`config.mk`:
```
export PLATFORM = sky130hd
export DESIGN_NAME = bit_and_flag_instruction_unit
export DESIGN_NICKNAME = d
export VERILOG_FILES = /design/src/bitflag_pkg.sv /design/src/bit_and_flag_instruction_unit.sv
export SDC_FILE = /design/constraint.sdc
export NUM_CORES = 1
export LEC_CHECK = 0
export BUFFER_PORTS_ARGS = -buffer_cell sky130_fd_sc_hd__buf_4
export CAP_MARGIN = 40
export CORE_UTILIZATION = 30
export CTS_CLUSTER_DIAMETER = 30
export DETAILED_ROUTE_END_ITERATION = 8
export HOLD_SLACK_MARGIN = 0.08
export PLACE_DENSITY_LB_ADDON = 0.1
export SETUP_SLACK_MARGIN = 0.5
export SLEW_MARGIN = 40
export SYNTH_ARGS = -nofsm -noshare
export SYNTH_HDL_FRONTEND = slang
export SYNTH_SLANG_ARGS = --single-unit
```
`constraint.sdc`:
```
create_clock -name clk -period 2.7 [get_ports clk]
set_clock_uncertainty 0.15 [all_clocks]
set_input_delay 0.405 -clock clk [delete_from_list [all_inputs] [get_ports clk]]
set_output_delay 0.405 -clock clk [all_outputs]
set_load 0.03 [all_outputs]
```
`src/bitflag_pkg.sv`:
```
// Constants and types for the bit and flag instruction unit
package bitflag_pkg;

    // ==========================================
    // Bus and data widths
    localparam int         ADDR_W = 5;
    localparam int         DATA_W = 8;

    // ==========================================
    // Register byte offsets
    localparam logic [4:0] OFS_DEST   = 5'h00;
    localparam logic [4:0] OFS_SRC    = 5'h04;
    localparam logic [4:0] OFS_STATUS = 5'h08;
    localparam logic [4:0] OFS_INSN   = 5'h0C;

    // ==========================================
    // Reset values
    localparam logic [7:0] RST_DEST   = 8'h00;
    localparam logic [7:0] RST_SRC    = 8'h00;
    localparam logic [7:0] RST_STATUS = 8'h00;
    localparam logic [7:0] RST_INSN   = 8'h00;

    // ==========================================
    // Status register bit positions
    localparam logic [2:0] FLAG_C = 3'h0;
    localparam logic [2:0] FLAG_Z = 3'h1;
    localparam logic [2:0] FLAG_N = 3'h2;
    localparam logic [2:0] FLAG_V = 3'h3;
    localparam logic [2:0] FLAG_S = 3'h4;
    localparam logic [2:0] FLAG_H = 3'h5;
    localparam logic [2:0] FLAG_T = 3'h6;
    localparam logic [2:0] FLAG_I = 3'h7;

    // ==========================================
    // Operation codes
    typedef enum logic [4:0] {
        OP_NO_OPERATION          = 5'h00, OP_LOGICAL_SHIFT_RIGHT    = 5'h01,
        OP_ROTATE_LEFT_CARRY     = 5'h02, OP_ROTATE_RIGHT_CARRY     = 5'h03,
        OP_ARITH_SHIFT_RIGHT     = 5'h04, OP_SWAP                   = 5'h05,
        OP_STATUS_BIT_SET        = 5'h06, OP_STATUS_BIT_CLEAR       = 5'h07,
        OP_STORE_BIT_TO_TRANSFER = 5'h08, OP_LOAD_BIT_FROM_TRANSFER = 5'h09,
        OP_SETC = 5'h0A, OP_CLRC = 5'h0B,
        OP_SETN = 5'h0C, OP_CLRN = 5'h0D, OP_SETZ = 5'h0E, OP_CLRZ = 5'h0F,
        OP_IRQE = 5'h10, OP_IRQD = 5'h11, OP_SETS = 5'h12, OP_CLRS = 5'h13,
        OP_SETV = 5'h14, OP_CLRV = 5'h15, OP_SETT = 5'h16, OP_CLRT = 5'h17,
        OP_SETH = 5'h18, OP_CLRH = 5'h19
    } op_t;

    typedef struct packed {
        logic [2:0] bit_idx;
        op_t        op;
    } insn_t;

    typedef struct packed {
        logic [7:0] dest;
        logic [7:0] status;
    } exec_t;

    typedef enum logic [1:0] {
        BUS_IDLE   = 2'b01,
        BUS_ANSWER = 2'b10
    } bus_state_t;

endpackage

```
`src/bit_and_flag_instruction_unit.sv`:
```
// Bit, shift and status flag instruction datapath with an Avalon-MM slave
//
// Added by the designer: the placing of the registers and the Avalon-MM slave port.
`timescale 1ns/10ps
`default_nettype none

module bit_and_flag_instruction_unit
    import bitflag_pkg::*;
(
    input  wire logic              clk,               // 125 MHz clock
    input  wire logic              rst_n,             // Asynchronous reset
    input  wire logic [ADDR_W-1:0] address,           // Byte address
    input  wire logic              read,              // Read request
    input  wire logic              write,             // Write request
    input  wire logic [3:0]        byteenable,        // Byte lanes
    input  wire logic [31:0]       writedata,         // Write data
    output logic      [31:0]       readdata,          // Read data
    output logic                   waitrequest,       // Stall request
    output logic      [7:0]        dest_value,        // Destination register
    output logic      [7:0]        status_value,      // Status register
    output logic                   global_irq_enable  // Interrupt enable bit
);

    // ==========================================
    // Reset synchroniser
    logic rst_meta_n;
    logic rst_sync_n;

    always_ff @(posedge clk or negedge rst_n) begin
        if (!rst_n) begin
            rst_meta_n <= 1'b0;
            rst_sync_n <= 1'b0;
        end else begin
            rst_meta_n <= 1'b1;
            rst_sync_n <= rst_meta_n;
        end
    end

    // ==========================================
    // Instruction execution
    function automatic exec_t execute(
        input insn_t      i,
        input logic [7:0] d,
        input logic [7:0] s,
        input logic [7:0] r
    );
        exec_t      o;
        logic [7:0] res;
        logic       c;
        logic       shift;
        o     = '{dest: d, status: s};
        res   = d;
        c     = s[FLAG_C];
        shift = 1'b0;
        case (i.op)
            OP_LOGICAL_SHIFT_RIGHT: begin
                res   = {1'b0, d[7:1]};
                c     = d[0];
                shift = 1'b1;
            end
            OP_ROTATE_LEFT_CARRY: begin
                res   = {d[6:0], s[FLAG_C]};
                c     = d[7];
                shift = 1'b1;
            end
            OP_ROTATE_RIGHT_CARRY: begin
                res   = {s[FLAG_C], d[7:1]};
                c     = d[0];
                shift = 1'b1;
            end
            OP_ARITH_SHIFT_RIGHT: begin
                res   = {d[7], d[7:1]};
                c     = d[0];
                shift = 1'b1;
            end
            OP_SWAP: o.dest = {d[3:0], d[7:4]};
            OP_STATUS_BIT_SET: o.status[i.bit_idx] = 1'b1;
            OP_STATUS_BIT_CLEAR: o.status[i.bit_idx] = 1'b0;
            OP_STORE_BIT_TO_TRANSFER: o.status[FLAG_T] = r[i.bit_idx];
            OP_LOAD_BIT_FROM_TRANSFER: o.dest[i.bit_idx] = s[FLAG_T];
            OP_SETC: o.status[FLAG_C] = 1'b1;
            OP_CLRC: o.status[FLAG_C] = 1'b0;
            OP_SETN: o.status[FLAG_N] = 1'b1;
            OP_CLRN: o.status[FLAG_N] = 1'b0;
            OP_SETZ: o.status[FLAG_Z] = 1'b1;
            OP_CLRZ: o.status[FLAG_Z] = 1'b0;
            OP_IRQE: o.status[FLAG_I] = 1'b1;
            OP_IRQD: o.status[FLAG_I] = 1'b0;
            OP_SETS: o.status[FLAG_S] = 1'b1;
            OP_CLRS: o.status[FLAG_S] = 1'b0;
            OP_SETV: o.status[FLAG_V] = 1'b1;
            OP_CLRV: o.status[FLAG_V] = 1'b0;
            OP_SETT: o.status[FLAG_T] = 1'b1;
            OP_CLRT: o.status[FLAG_T] = 1'b0;
            OP_SETH: o.status[FLAG_H] = 1'b1;
            OP_CLRH: o.status[FLAG_H] = 1'b0;
            default: o = '{dest: d, status: s};
        endcase
        if (shift) begin
            o.dest           = res;
            o.status[FLAG_C] = c;
            o.status[FLAG_Z] = (res == 8'h00);
            o.status[FLAG_N] = res[7];
            o.status[FLAG_V] = res[7] ^ c;
        end
        return o;
    endfunction

    // ==========================================
    // Address decode
    function automatic logic hit(
        input logic [ADDR_W-1:0] a,
        input logic [4:0]        ofs
    );
        return a == ofs;
    endfunction

    // ==========================================
    // Avalon slave handshake, one wait state
    bus_state_t bus_state;
    logic       request;
    logic       accept;
    logic       wr_lane;

    assign request     = read | write;
    assign waitrequest = request && (bus_state == BUS_IDLE);
    assign accept      = request && (bus_state == BUS_ANSWER);
    assign wr_lane     = accept && write && byteenable[0];

    always_ff @(posedge clk or negedge rst_sync_n) begin
        if (!rst_sync_n) begin
            bus_state <= BUS_IDLE;
        end else begin
            case (bus_state)
                BUS_IDLE: begin
                    if (request) begin
                        bus_state <= BUS_ANSWER;
                    end
                end
                BUS_ANSWER: bus_state <= BUS_IDLE;
                default:    bus_state <= BUS_IDLE;
            endcase
        end
    end

    // ==========================================
    // Registers
    logic [7:0] dest;
    logic [7:0] src;
    logic [7:0] status;
    logic [7:0] insn;
    insn_t      wr_insn;
    exec_t      exec_now;
    logic       exec_fire;

    assign wr_insn   = insn_t'(writedata[7:0]);
    assign exec_now  = execute(wr_insn, dest, status, src);
    assign exec_fire = wr_lane && hit(address, OFS_INSN);

    always_ff @(posedge clk or negedge rst_sync_n) begin
        if (!rst_sync_n) begin
            dest <= RST_DEST;
        end else if (wr_lane && hit(address, OFS_DEST)) begin
            dest <= writedata[7:0];
        end else if (exec_fire) begin
            dest <= exec_now.dest;
        end
    end

    always_ff @(posedge clk or negedge rst_sync_n) begin
        if (!rst_sync_n) begin
            status <= RST_STATUS;
        end else if (wr_lane && hit(address, OFS_STATUS)) begin
            status <= writedata[7:0];
        end else if (exec_fire) begin
            status <= exec_now.status;
        end
    end

    always_ff @(posedge clk or negedge rst_sync_n) begin
        if (!rst_sync_n) begin
            src <= RST_SRC;
        end else if (wr_lane && hit(address, OFS_SRC)) begin
            src <= writedata[7:0];
        end
    end

    // Last issued instruction, read back
    always_ff @(posedge clk or negedge rst_sync_n) begin
        if (!rst_sync_n) begin
            insn <= RST_INSN;
        end else if (exec_fire) begin
            insn <= writedata[7:0];
        end
    end

    // ==========================================
    // Read data, loaded while the answer waits
    logic [7:0] next_read;

    always_comb begin
        next_read = 8'h00;
        case (address)
            OFS_DEST:   next_read = dest;
            OFS_SRC:    next_read = src;
            OFS_STATUS: next_read = status;
            OFS_INSN:   next_read = insn;
            default:    next_read = 8'h00;
        endcase
    end

    always_ff @(posedge clk or negedge rst_sync_n) begin
        if (!rst_sync_n) begin
            readdata <= 32'h0000_0000;
        end else if (read && bus_state == BUS_IDLE) begin
            readdata <= {24'h00_0000, next_read};
        end
    end

    assign dest_value        = dest;
    assign status_value      = status;
    assign global_irq_enable = status[FLAG_I];

    // ==========================================
    // Checks
    logic [7:0] prev_dest;
    logic [7:0] prev_status;
    logic [7:0] prev_src;
    insn_t      prev_insn;
    exec_t      prev_exec;

    always_ff @(posedge clk or negedge rst_sync_n) begin
        if (!rst_sync_n) begin
            prev_dest   <= RST_DEST;
            prev_status <= RST_STATUS;
            prev_src    <= RST_SRC;
            prev_insn   <= insn_t'(RST_INSN);
            prev_exec   <= '{dest: RST_DEST, status: RST_STATUS};
        end else begin
            prev_dest   <= dest;
            prev_status <= status;
            prev_src    <= src;
            prev_insn   <= wr_insn;
            prev_exec   <= exec_now;
        end
    end
endmodule

`default_nettype wire

```
Yosys cells after proc, flatten, opt, wreduce, memory -nomap -nowiden --
Index checks and enable logic that the tools add are counted.
Storage, ports and cells: flip-flop bits (word level) 44, word-level logic and storage cells 113, input port bits 45, output and inout port bits 50
Operators by class: bitwise logic cells 5, multiplexer cells 26, reductions and logical operators 34, equal/unequal tests 31, order comparisons 2
Operator list (number):
- $pmux 8 s4 | 2
- $eq 5x4->1 const B | 10
- $eq 5x5->1 const B | 10
- $mux 8 | 5
- $reduce_bool 6->1 | 5
- $pmux 1 s4 | 7
- $eq 5x3->1 const B | 5
- $reduce_and 2->1 | 9
- $pmux 8 s2 | 1
- $reduce_bool 5->1 | 3
- $eq 5x2->1 const B | 2
- $logic_and 1x1->1 | 10
- $and 8x8->8 | 1
- $bwmux 8 | 1
- $logic_not 8->1 | 1
- $not 8->8 | 1
- $or 8x8->8 | 1
- $eq 5x1->1 const B | 1
- $logic_not 5->1 | 1
- $pmux 1 s5 | 1
- $lt 3x4->1 const B | 1
- $mux 2 | 2
- $mux 4 | 1
- $reduce_bool 2->1 | 2
- 13 further kinds | 15

Longest topological paths before layout --
Gate-level depths: netlist (run 1).
depth after elaboration 10, depth in mapped cells 8

Least setup slack after synthesis (run 1) --
OpenSTA, ideal clock, no wires.
kind input port to flip-flop, from input address[1], to register dest[0] (netlist: dest_value[0]), buffers on the path 1, stages on the path 6, data required time 2.408 ns, path slack 0.465 ns, data arrival time 1.943 ns, library setup time 0.142 ns, path through or4b_1 > nor2_1 > buf_2 > o211ai_2 > a221oi_1 > o32ai_2
On the way: word-level cells in the longest chain between the ends 4, elaborated cells between the ends (all ways) 8
RTL lines:
- start: declaration | RTL line bit_and_flag_instruction_unit.sv:12 | input wire logic [ADDR_W-1:0] address,
- $logic_not 5->1 / $eq 5x4->1 (equally long branches) | RTL line bit_and_flag_instruction_unit.sv:115 | return a == ofs;
- $logic_and 1x1->1, on equally long branches | RTL line bit_and_flag_instruction_unit.sv:163, bit_and_flag_instruction_unit.sv:158
- $reduce_bool 4->1 (no source line) / $reduce_bool 2->1 (equally long branches)
- $reduce_and 2->1 (no source line)
- end signal: assignment | RTL line bit_and_flag_instruction_unit.sv:164 | dest <= writedata[7:0];
- end signal: assignment | RTL line bit_and_flag_instruction_unit.sv:166 | dest <= exec_now.dest;
- end: declaration | RTL line bit_and_flag_instruction_unit.sv:148 | logic [7:0] dest;
Parallel ways exist; a longest one is shown, timed or not. A chain may end at the register's enable or synchronous reset.

Worst setup path after layout (run 1) --
from input address[1], to register dest[1] (netlist: dest_value[1])
The elaborated chain is that of the path after synthesis.

==> metrics.sh, run 1 <==
WORSTREG2REGSTART='bus_state[0]'
FINALHOLDVIOLCOUNT=0
LAYOUT.CELLS.MOST_COMMON_LIST='63 x sky130_fd_sc_hd__buf_4, 42 x sky130_fd_sc_hd__dfrtp_1, 30 x sky130_fd_sc_hd__nand2_1'
POST_SYNTH_INSTANCE_AREA_UM2=3410
GRT_USAGE_PCT=21.2
DETAILROUTE.VIA_COUNT=3247
CRIT_PATH_END_KIND='flop'
FINAL_CELLS=572
P_PER_AREA_nW_PER_UM2=482
AREA_GROWTH_PCT=20.1
SETUP.WORST_PATH.START_CLASS='primary input'
DIE_W_UM=109
SETUP_REPAIR_AFTER_GLOBAL_ROUTING_MISSED_ITS_MARGIN='false'
CLOCK_LATENCY_NS=0.28
NUMBER_OF_LIBRARY_CELL_TYPES_MAPPED_BY_SYNTHESIS=76
SYNTH_TOP_FLOP_CELL='sky130_fd_sc_hd__dfrtp_1'
DRTPASS1ITERATIONS=5
PIN_COUNT_OF_THE_BIGGEST_NET_ENTERING_GLOBAL_ROUTING=43
HOLDCRITPATHCLASS='flop to async pin'
ROUTEDWLPERCELL_UM=20.9
SYNTH-EDFF-COUNT=0
AVGSYNTHCELLAREA_UM2=8.74
CTS_BUFFERS=5
DETAIL_ROUTE.VIAS_PER_CELL=5.68
ROUTE.DETAILED.DRC=0
SYNTH.MUX.AREA_FRACTION_PCT=5.18
SYNTH-SEQ-AREA-SHARE_PCT=32.4
HPWLAFTERDP_MM=8.51
NETLIST_INSTANCES=390
MOSTFREQUENTLAYOUTCELL='sky130_fd_sc_hd__buf_4'
IRDROPWORSTVDD_mV=0.314
TOTAL_DIE_AREA_UM2=11800
CTS_NUM_SINKS=44
TIMING.FINAL.SETUP_VIOLATIONS=0
MAX_CLOCK_FREQ_GHz=0.455
PORTBUFFERS=43
GRT_ANTENNA_BEFORE_REPAIR=0
GRT_PASS1_VIAS=3196
YOSYS_WARNINGS=0
SYNTH_TOP_FAMILY_BY_AREA='compound AO/OA/AOI/OAI gates'
SETUP_TNS_NS=0
SYNTH_COMPOUND_GATE_AREA_SHARE_PCT=30.3
CTS.PATH.MAX_BUFFERS=2
FINALNETCOUNT=476
DRIVE_ABOVE_1_SHARE_PCT=25.2
CRITICAL_PATH_PEAK_FANOUT=6
WORSTREG2REGEND='dest_value[1]'
ASYNCSETRESETFLOPFRACSYNTH_PCT=100
WORST_HOLD_SLACK_NS=0.186
MULTI_INPUT_COMB_AREA_UM2=2070
FIN_TOTAL_PWR_mW=1.97
MAX-SLEW-MARGIN-REL_PCT=60.8
FIRST_ITER_VIOLATIONS=281
CTS.HTREE.LEVELS=2
GRT_OVERFLOW_TOTAL=0
POWER_LEAKAGE_nW=1.72
TOTALWIRELENGTH_MM=11.9
WORST_SLEW_PIN_SLEW_NS=0.588
RR_WORST_DEPTH=6
CP_DATA_ARRIVAL_TIME_NS=2.19
CRITICALPATHCATEGORY='primary input to flop'
LAYOUT.FILLER_CELLS=1162
CLOCK-ROOT-BUFFER='sky130_fd_sc_hd__clkbuf_16'
ANTENNADIODECOUNT=0
REG2REG_SETUP_SLACK_NS=0.55
CLOCK_PIN_SLEW_OF_THE_REGISTERS_ON_THE_WORST_CASE_SETUP_AND_HOLD_PATHS_NS=0.07
GPL.FINAL_WEIGHTED_CONGESTION=0.889
NUM_IO_PINS=95
FF_LATCH_COUNT_SYNTH=44
POST_SYNTH_AND_OR_NAND_NOR_AREA_FRACTION_PCT=20.5
FLOORPLAN.DIE.HEIGHT_UM=109
FIRST_PASS_GRT_WIRE_LENGTH_MM=18.8
STATUS='finished clean'
FINALMAXSLEWVIOLATIONS=0
STD_CELL_ROWS=38
REQUIRED_NS=2.70
CTS_TREE='yes'
PERIOD_NEEDED_NS=2.20
PLACE_INST=561
SYNTH_ADDER_AREA_SHARE_PCT=0
START_UTIL_PCT=31.2
ANT_NETS=0
FLOORPLAN.CORE_AREA_UM2=10900
LAYOUT.AREA.SEQ_UM2=1110
FINAL.PERIOD_UTILIZATION_PCT=81.4
SYNTHXORXNORAREAFRAC_PCT=0.257
MAXCAPVIOLCOUNT=0
synth_stat cells (all sizes together) (9+ instances only):
library cell	number	share of area, %
clkbuf	12	1.3
a21oi	18	2.8
buf	43	8.1
nand3	9	1.3
inv	16	1.8
dfrtp	43	32
mux2	9	3.0
nand2	30	3.3
nor2	22	2.6
o21ai	25	3.7
nor3	11	1.8
a221oi	12	3.1
cell type report:
class / instances / area share (%)
Multi-Input combinational cell: 298 / 50.5
Sequential cell: 44 / 27.0
Timing Repair Buffer: 66 / 12.6
Tap cell: 140 / 4.28
Clock buffer: 5 / 3.06
Inverter: 16 / 1.47
Clock inverter: 3 / 1.13
critical path: stages:
cell                       delay (ns)
sky130_fd_sc_hd__buf_4           0.12
sky130_fd_sc_hd__or4_4           0.60
sky130_fd_sc_hd__nor3_1          0.39
sky130_fd_sc_hd__nor2_1          0.18
sky130_fd_sc_hd__a221oi_1        0.35
sky130_fd_sc_hd__o32ai_2         0.14
cell families after synthesis:
family,after synthesis
xor gates and xnor gates,1
other,2
and+or+nand+nor,123
buffers and inverters,71
muxes,14
DFF,44
AOI/OAI and AO/OA,135
how the worst max path moves through the flow:
| stage | end | slack [ns] | from | cells after the start |
|---|---|---|---|---|
| after floorplan | dest_value[2] | 0.51 | address[1] | 7 |
| after global placement | dest_value[1] | 0.13 | address[1] | 6 |
| after detailed placement | dest_value[1] | 0.12 | address[1] | 6 |
| after CTS | dest_value[1] | 0.49 | address[1] | 6 |
| after global routing | dest_value[7] | 0.52 | address[1] | 6 |
| final | dest_value[1] | 0.50 | address[1] | 6 |
sequential cells by signal, summed over array words and instances (netlist names):
name,cells
dest_value,8
insn,8
readdata,8
src,8
status_value,8
bus_state,2
rst_meta_n,1
rst_sync_n,1
layer usage:
| metal | share of wire (%) | track usage (%) | vias to the layer above |
|---|---|---|---|
| li1 | - | - | 1539 |
| met1 | 47 | 29.0 | 1569 |
| met2 | 46 | 34.4 | 120 |
| met3 | 4.3 | 2.35 | 19 |
| met4 | 2.7 | 7.14 | 0 |
| met5 | 0 | 0 | - |
stage by stage:
step	setup WS (ns)	util (%)	instance area [um2]
3_3_place_gp	0.129	35.1	3840
2_1_floorplan	0.505	-	3520
6_report	0.501	37.4	4090
3_5_place_dp	0.121	35.1	3840
4_1_cts	0.495	36.9	4030
5_1_grt	0.515	37.4	4090
repair_timing:
action,in CTS,in global routing
hold buffers,1,0
endpoints found under the hold margin,2,0
setup endpoints to repair,7,9
pin swaps,0,1
resized for setup,2,7
buffers inserted,0,2
report_power, final:
part           internal (mW)  switching (mW)  leakage [nW]
sequential             0.715          0.0804         0.568
combinational          0.158           0.308          1.07
clock                  0.440           0.272        0.0804
total                   1.31           0.660          1.72
(Power assumes the default switching activity.)
==> inputs of run 2 (changes only) <==
==> constraint.sdc (replaced) <==
create_clock -name clk -period 2.1 [get_ports clk]
set_clock_uncertainty 0.15 [all_clocks]
set_input_delay 0.315 -clock clk [delete_from_list [all_inputs] [get_ports clk]]
set_output_delay 0.315 -clock clk [all_outputs]
set_load 0.03 [all_outputs]
==> metrics.sh, run 2 (same netlist as run 1, synthesis figures left out) <==
STD_CELL_ROWS=38  # unchanged
REG2REG_SETUP_SLACK_NS=0.11  # -0.44 ns
DRTPASS1ITERATIONS=5  # unchanged
DRIVE_ABOVE_1_SHARE_PCT=47.6  # +22 points
CTS_BUFFERS=5  # unchanged
CLOCK_PIN_SLEW_OF_THE_REGISTERS_ON_THE_WORST_CASE_SETUP_AND_HOLD_PATHS_NS=0.08  # about the same
ANTENNADIODECOUNT=0  # unchanged
COMBINATIONALPOWERSHARE_PCT=30.3  # +6.7 points
ANT_NETS=0  # unchanged
HPWLAFTERDP_MM=10.1  # +19%
SEQ_POWER_SHARE_PCT=35.4  # -4.9 points
DELAY_CONTRIBUTED_BY_THE_SLOWEST_STAGE_OF_THE_CRITICAL_PATH_NS=0.37  # -0.23 ns
FINAL.PERIOD_UTILIZATION_PCT=94.7
FIRST_ITER_VIOLATIONS=236  # -16%
HOLDCRITPATHCLASS='primary input to flop'
CLOCK_LATENCY_NS=0.30  # +0.02 ns
FINISH.INSTANCE_AREA_UM2=5160  # +26%
TIMING.CRITICAL_PATH.BUF_INV=2  # +1
NUM_IO_PINS=95  # unchanged
WORST_HOLD_SLACK_NS=0.0389  # -0.147 ns
POWER_FRAC_CLOCK_PCT=34.2  # -1.9 points
PORTBUFFERS=43  # unchanged
ROUTEDWLPERCELL_UM=20.8  # -0.55%
CELL_INTERNAL_PWR_mW=1.82  # +39%
CAPTURE_ENDPOINT_OF_THE_WORST_HOLD_PATH='bus_state[0]'
GRT_PASS1_VIAS=3716  # +16%
GRT_ANTENNA_BEFORE_REPAIR=0  # unchanged
WORSTREG2REGEND='dest_value[3]'
SETUP_REPAIR_AFTER_GLOBAL_ROUTING_MISSED_ITS_MARGIN='true'
P_PER_AREA_nW_PER_UM2=542  # +13%
CTS_NUM_SINKS=44  # unchanged
P_SW_SHARE_PCT=34.8  # +1.3 points
DIE_W_UM=109  # unchanged
GRT_OVERFLOW_TOTAL=0  # unchanged
CP_SLOWEST_CELL='sky130_fd_sc_hd__dfstp_2'
WORST_SLEW_PIN_SLEW_NS=0.531  # -0.0571 ns
CRITICAL_PATH_PEAK_FANOUT=10  # +4
CTS.PATH.MAX_BUFFERS=2  # unchanged
WHS_PATH_DEPTH=2
CTS_TREE='yes'
MAXCAPVIOLCOUNT=0  # unchanged
DETAIL_ROUTE.VIAS_PER_CELL=5.75  # +1.3%
CP_DATA_ARRIVAL_TIME_NS=2.00  # -0.19 ns
IRDROPWORSTVDD_mV=0.317  # +1.0%
FIRST_PASS_GRT_WIRE_LENGTH_MM=21.4  # +14%
START_UTIL_PCT=31.2  # unchanged
CLOCK-ROOT-BUFFER='sky130_fd_sc_hd__clkbuf_16'
PIN_COUNT_OF_THE_BIGGEST_NET_ENTERING_GLOBAL_ROUTING=24  # -44%
GRT_USAGE_PCT=24.3  # +3.1 points
MAX-SLEW-MARGIN-REL_PCT=64.6  # +3.8 points
FLOORPLAN.CORE_AREA_UM2=10900  # unchanged
TOTAL_DIE_AREA_UM2=11800  # unchanged
MAX_CLOCK_FREQ_GHz=0.503
CRITICALPATHCATEGORY='flop to flop'
SETUP.WORST_PATH.START_CLASS='flop'
CRITICAL_PATH.TOP_DELAY_FAMILY='compound AO/OA/AOI/OAI gates'
WORSTHOLDSTART='read'
WORSTREG2REGSTART='bus_state[0]'
GPL.FINAL_WEIGHTED_CONGESTION=0.918  # +3.2%
ROUTE.DETAILED.DRC=0  # unchanged
RR_WORST_DEPTH=7  # +1
TIMING.FINAL.SETUP_VIOLATIONS=0  # unchanged
FINALNETCOUNT=554  # +16%
MOSTFREQUENTLAYOUTCELL='sky130_fd_sc_hd__buf_4'
SETUP.WORST_PATH.START='bus_state[0]'
POWER_LEAKAGE_nW=2.21  # +28%
AREA_GROWTH_PCT=51.4
DETAILROUTE.VIA_COUNT=3739  # +15%
P_SWITCHING_uW=972  # +47%
CRITICAL_PATH.CELL_CHAIN='nand4b_1 -> buf_6 -> o311ai_4 -> buf_12 -> nor2_1 -> a211oi_2 -> o32ai_2'
TOTALWIRELENGTH_MM=13.5  # +13%
CRIT_PATH_END_KIND='flop'
FINALMAXSLEWVIOLATIONS=0  # unchanged
CTS_HOLD_BUFFERS=1  # unchanged
REQUIRED_NS=2.12  # -0.58 ns
LAYOUT.CELLS.MOST_COMMON_LIST='117 x sky130_fd_sc_hd__buf_4, 38 x sky130_fd_sc_hd__dfrtp_1, 25 x sky130_fd_sc_hd__conb_1'
CTS.HTREE.LEVELS=2  # unchanged
STATUS='finished clean'
PERIOD_NEEDED_NS=1.99
LAYOUT.FILLER_CELLS=1054  # -9.3%
FLOORPLAN.DIE.HEIGHT_UM=109  # unchanged
POSTPLACECELLAREA_UM2=4470  # +16%
FINALHOLDVIOLCOUNT=0  # unchanged
[run 2: routing by layer]
layer  part of all wire (%)  GRT usage (%)  vias up
met2                     48           40.0      146
li1                       -              -     1686
met1                     45           32.6     1876
met5                      0              0        -
met3                    5.0           2.89       31
met4                    2.8           8.88        0
[run 2: through the flow]
step	total power, mW	setup TNS (ns)	instances	setup WS [ns]	util [%]
floorplan	1.45	0	413	0.0241	-
global placement	1.74	-1.81	626	-0.204	40.9
detailed placement	1.74	-1.60	626	-0.219	40.9
CTS	2.78	0	646	0.122	45.5
global route	2.90	0	650	0.0194	47.2
finish	2.80	0	650	0.111	47.2
[run 2: final cells by class]
cell class                 instances  area (um2)  share of cell area (%)
timing repair buffer             144        1240                    24.0
clock inverter                     3        46.3                   0.898
clock buffer                       5         125                    2.43
inverter                          16        60.1                    1.16
multi-input combinational        298        2400                    46.6
tap                              140         175                    3.40
sequential                        44        1110                    21.5
[run 2: worst max-delay path by stage]
stage                          to  slack [ns]  cells past startpoint
floorplan           dest_value[0]        0.02                      8
global placement    dest_value[6]       -0.20                      7
detailed placement  dest_value[0]       -0.22                      8
CTS                 dest_value[3]        0.12                      7
global route        dest_value[0]        0.02                      7
finish              dest_value[3]        0.11                      7
[run 2: repair_timing]
item                                    4_1_cts  5_1_grt
gates resized for setup                      57       37
endpoints found under the setup margin       42       42
hold endpoints to repair                      3        1
setup buffers                                11        4
pin swaps                                    23       14
gates cloned                                  0        0
[run 2: power groups by stage]
stage / sequential (mW) / combinational (mW) / clock (mW)
final: 0.991 / 0.848 / 0.958
after global routing: 1.00 / 0.902 / 0.995
after CTS: 0.988 / 0.825 / 0.963
after detailed placement: 1.00 / 0.741 / 0
after global placement: 1.00 / 0.740 / 0
after floorplan: 1.05 / 0.406 / 0
[run 2: worst register-to-register path, delay by kind of cell (launching register included)]
kind	cells	cell delay [ns]
buffers and inverters	2	0.37
AND/OR/NAND/NOR	2	0.33
flip-flops	1	0.37
AO/OA/AOI/OAI	3	0.64
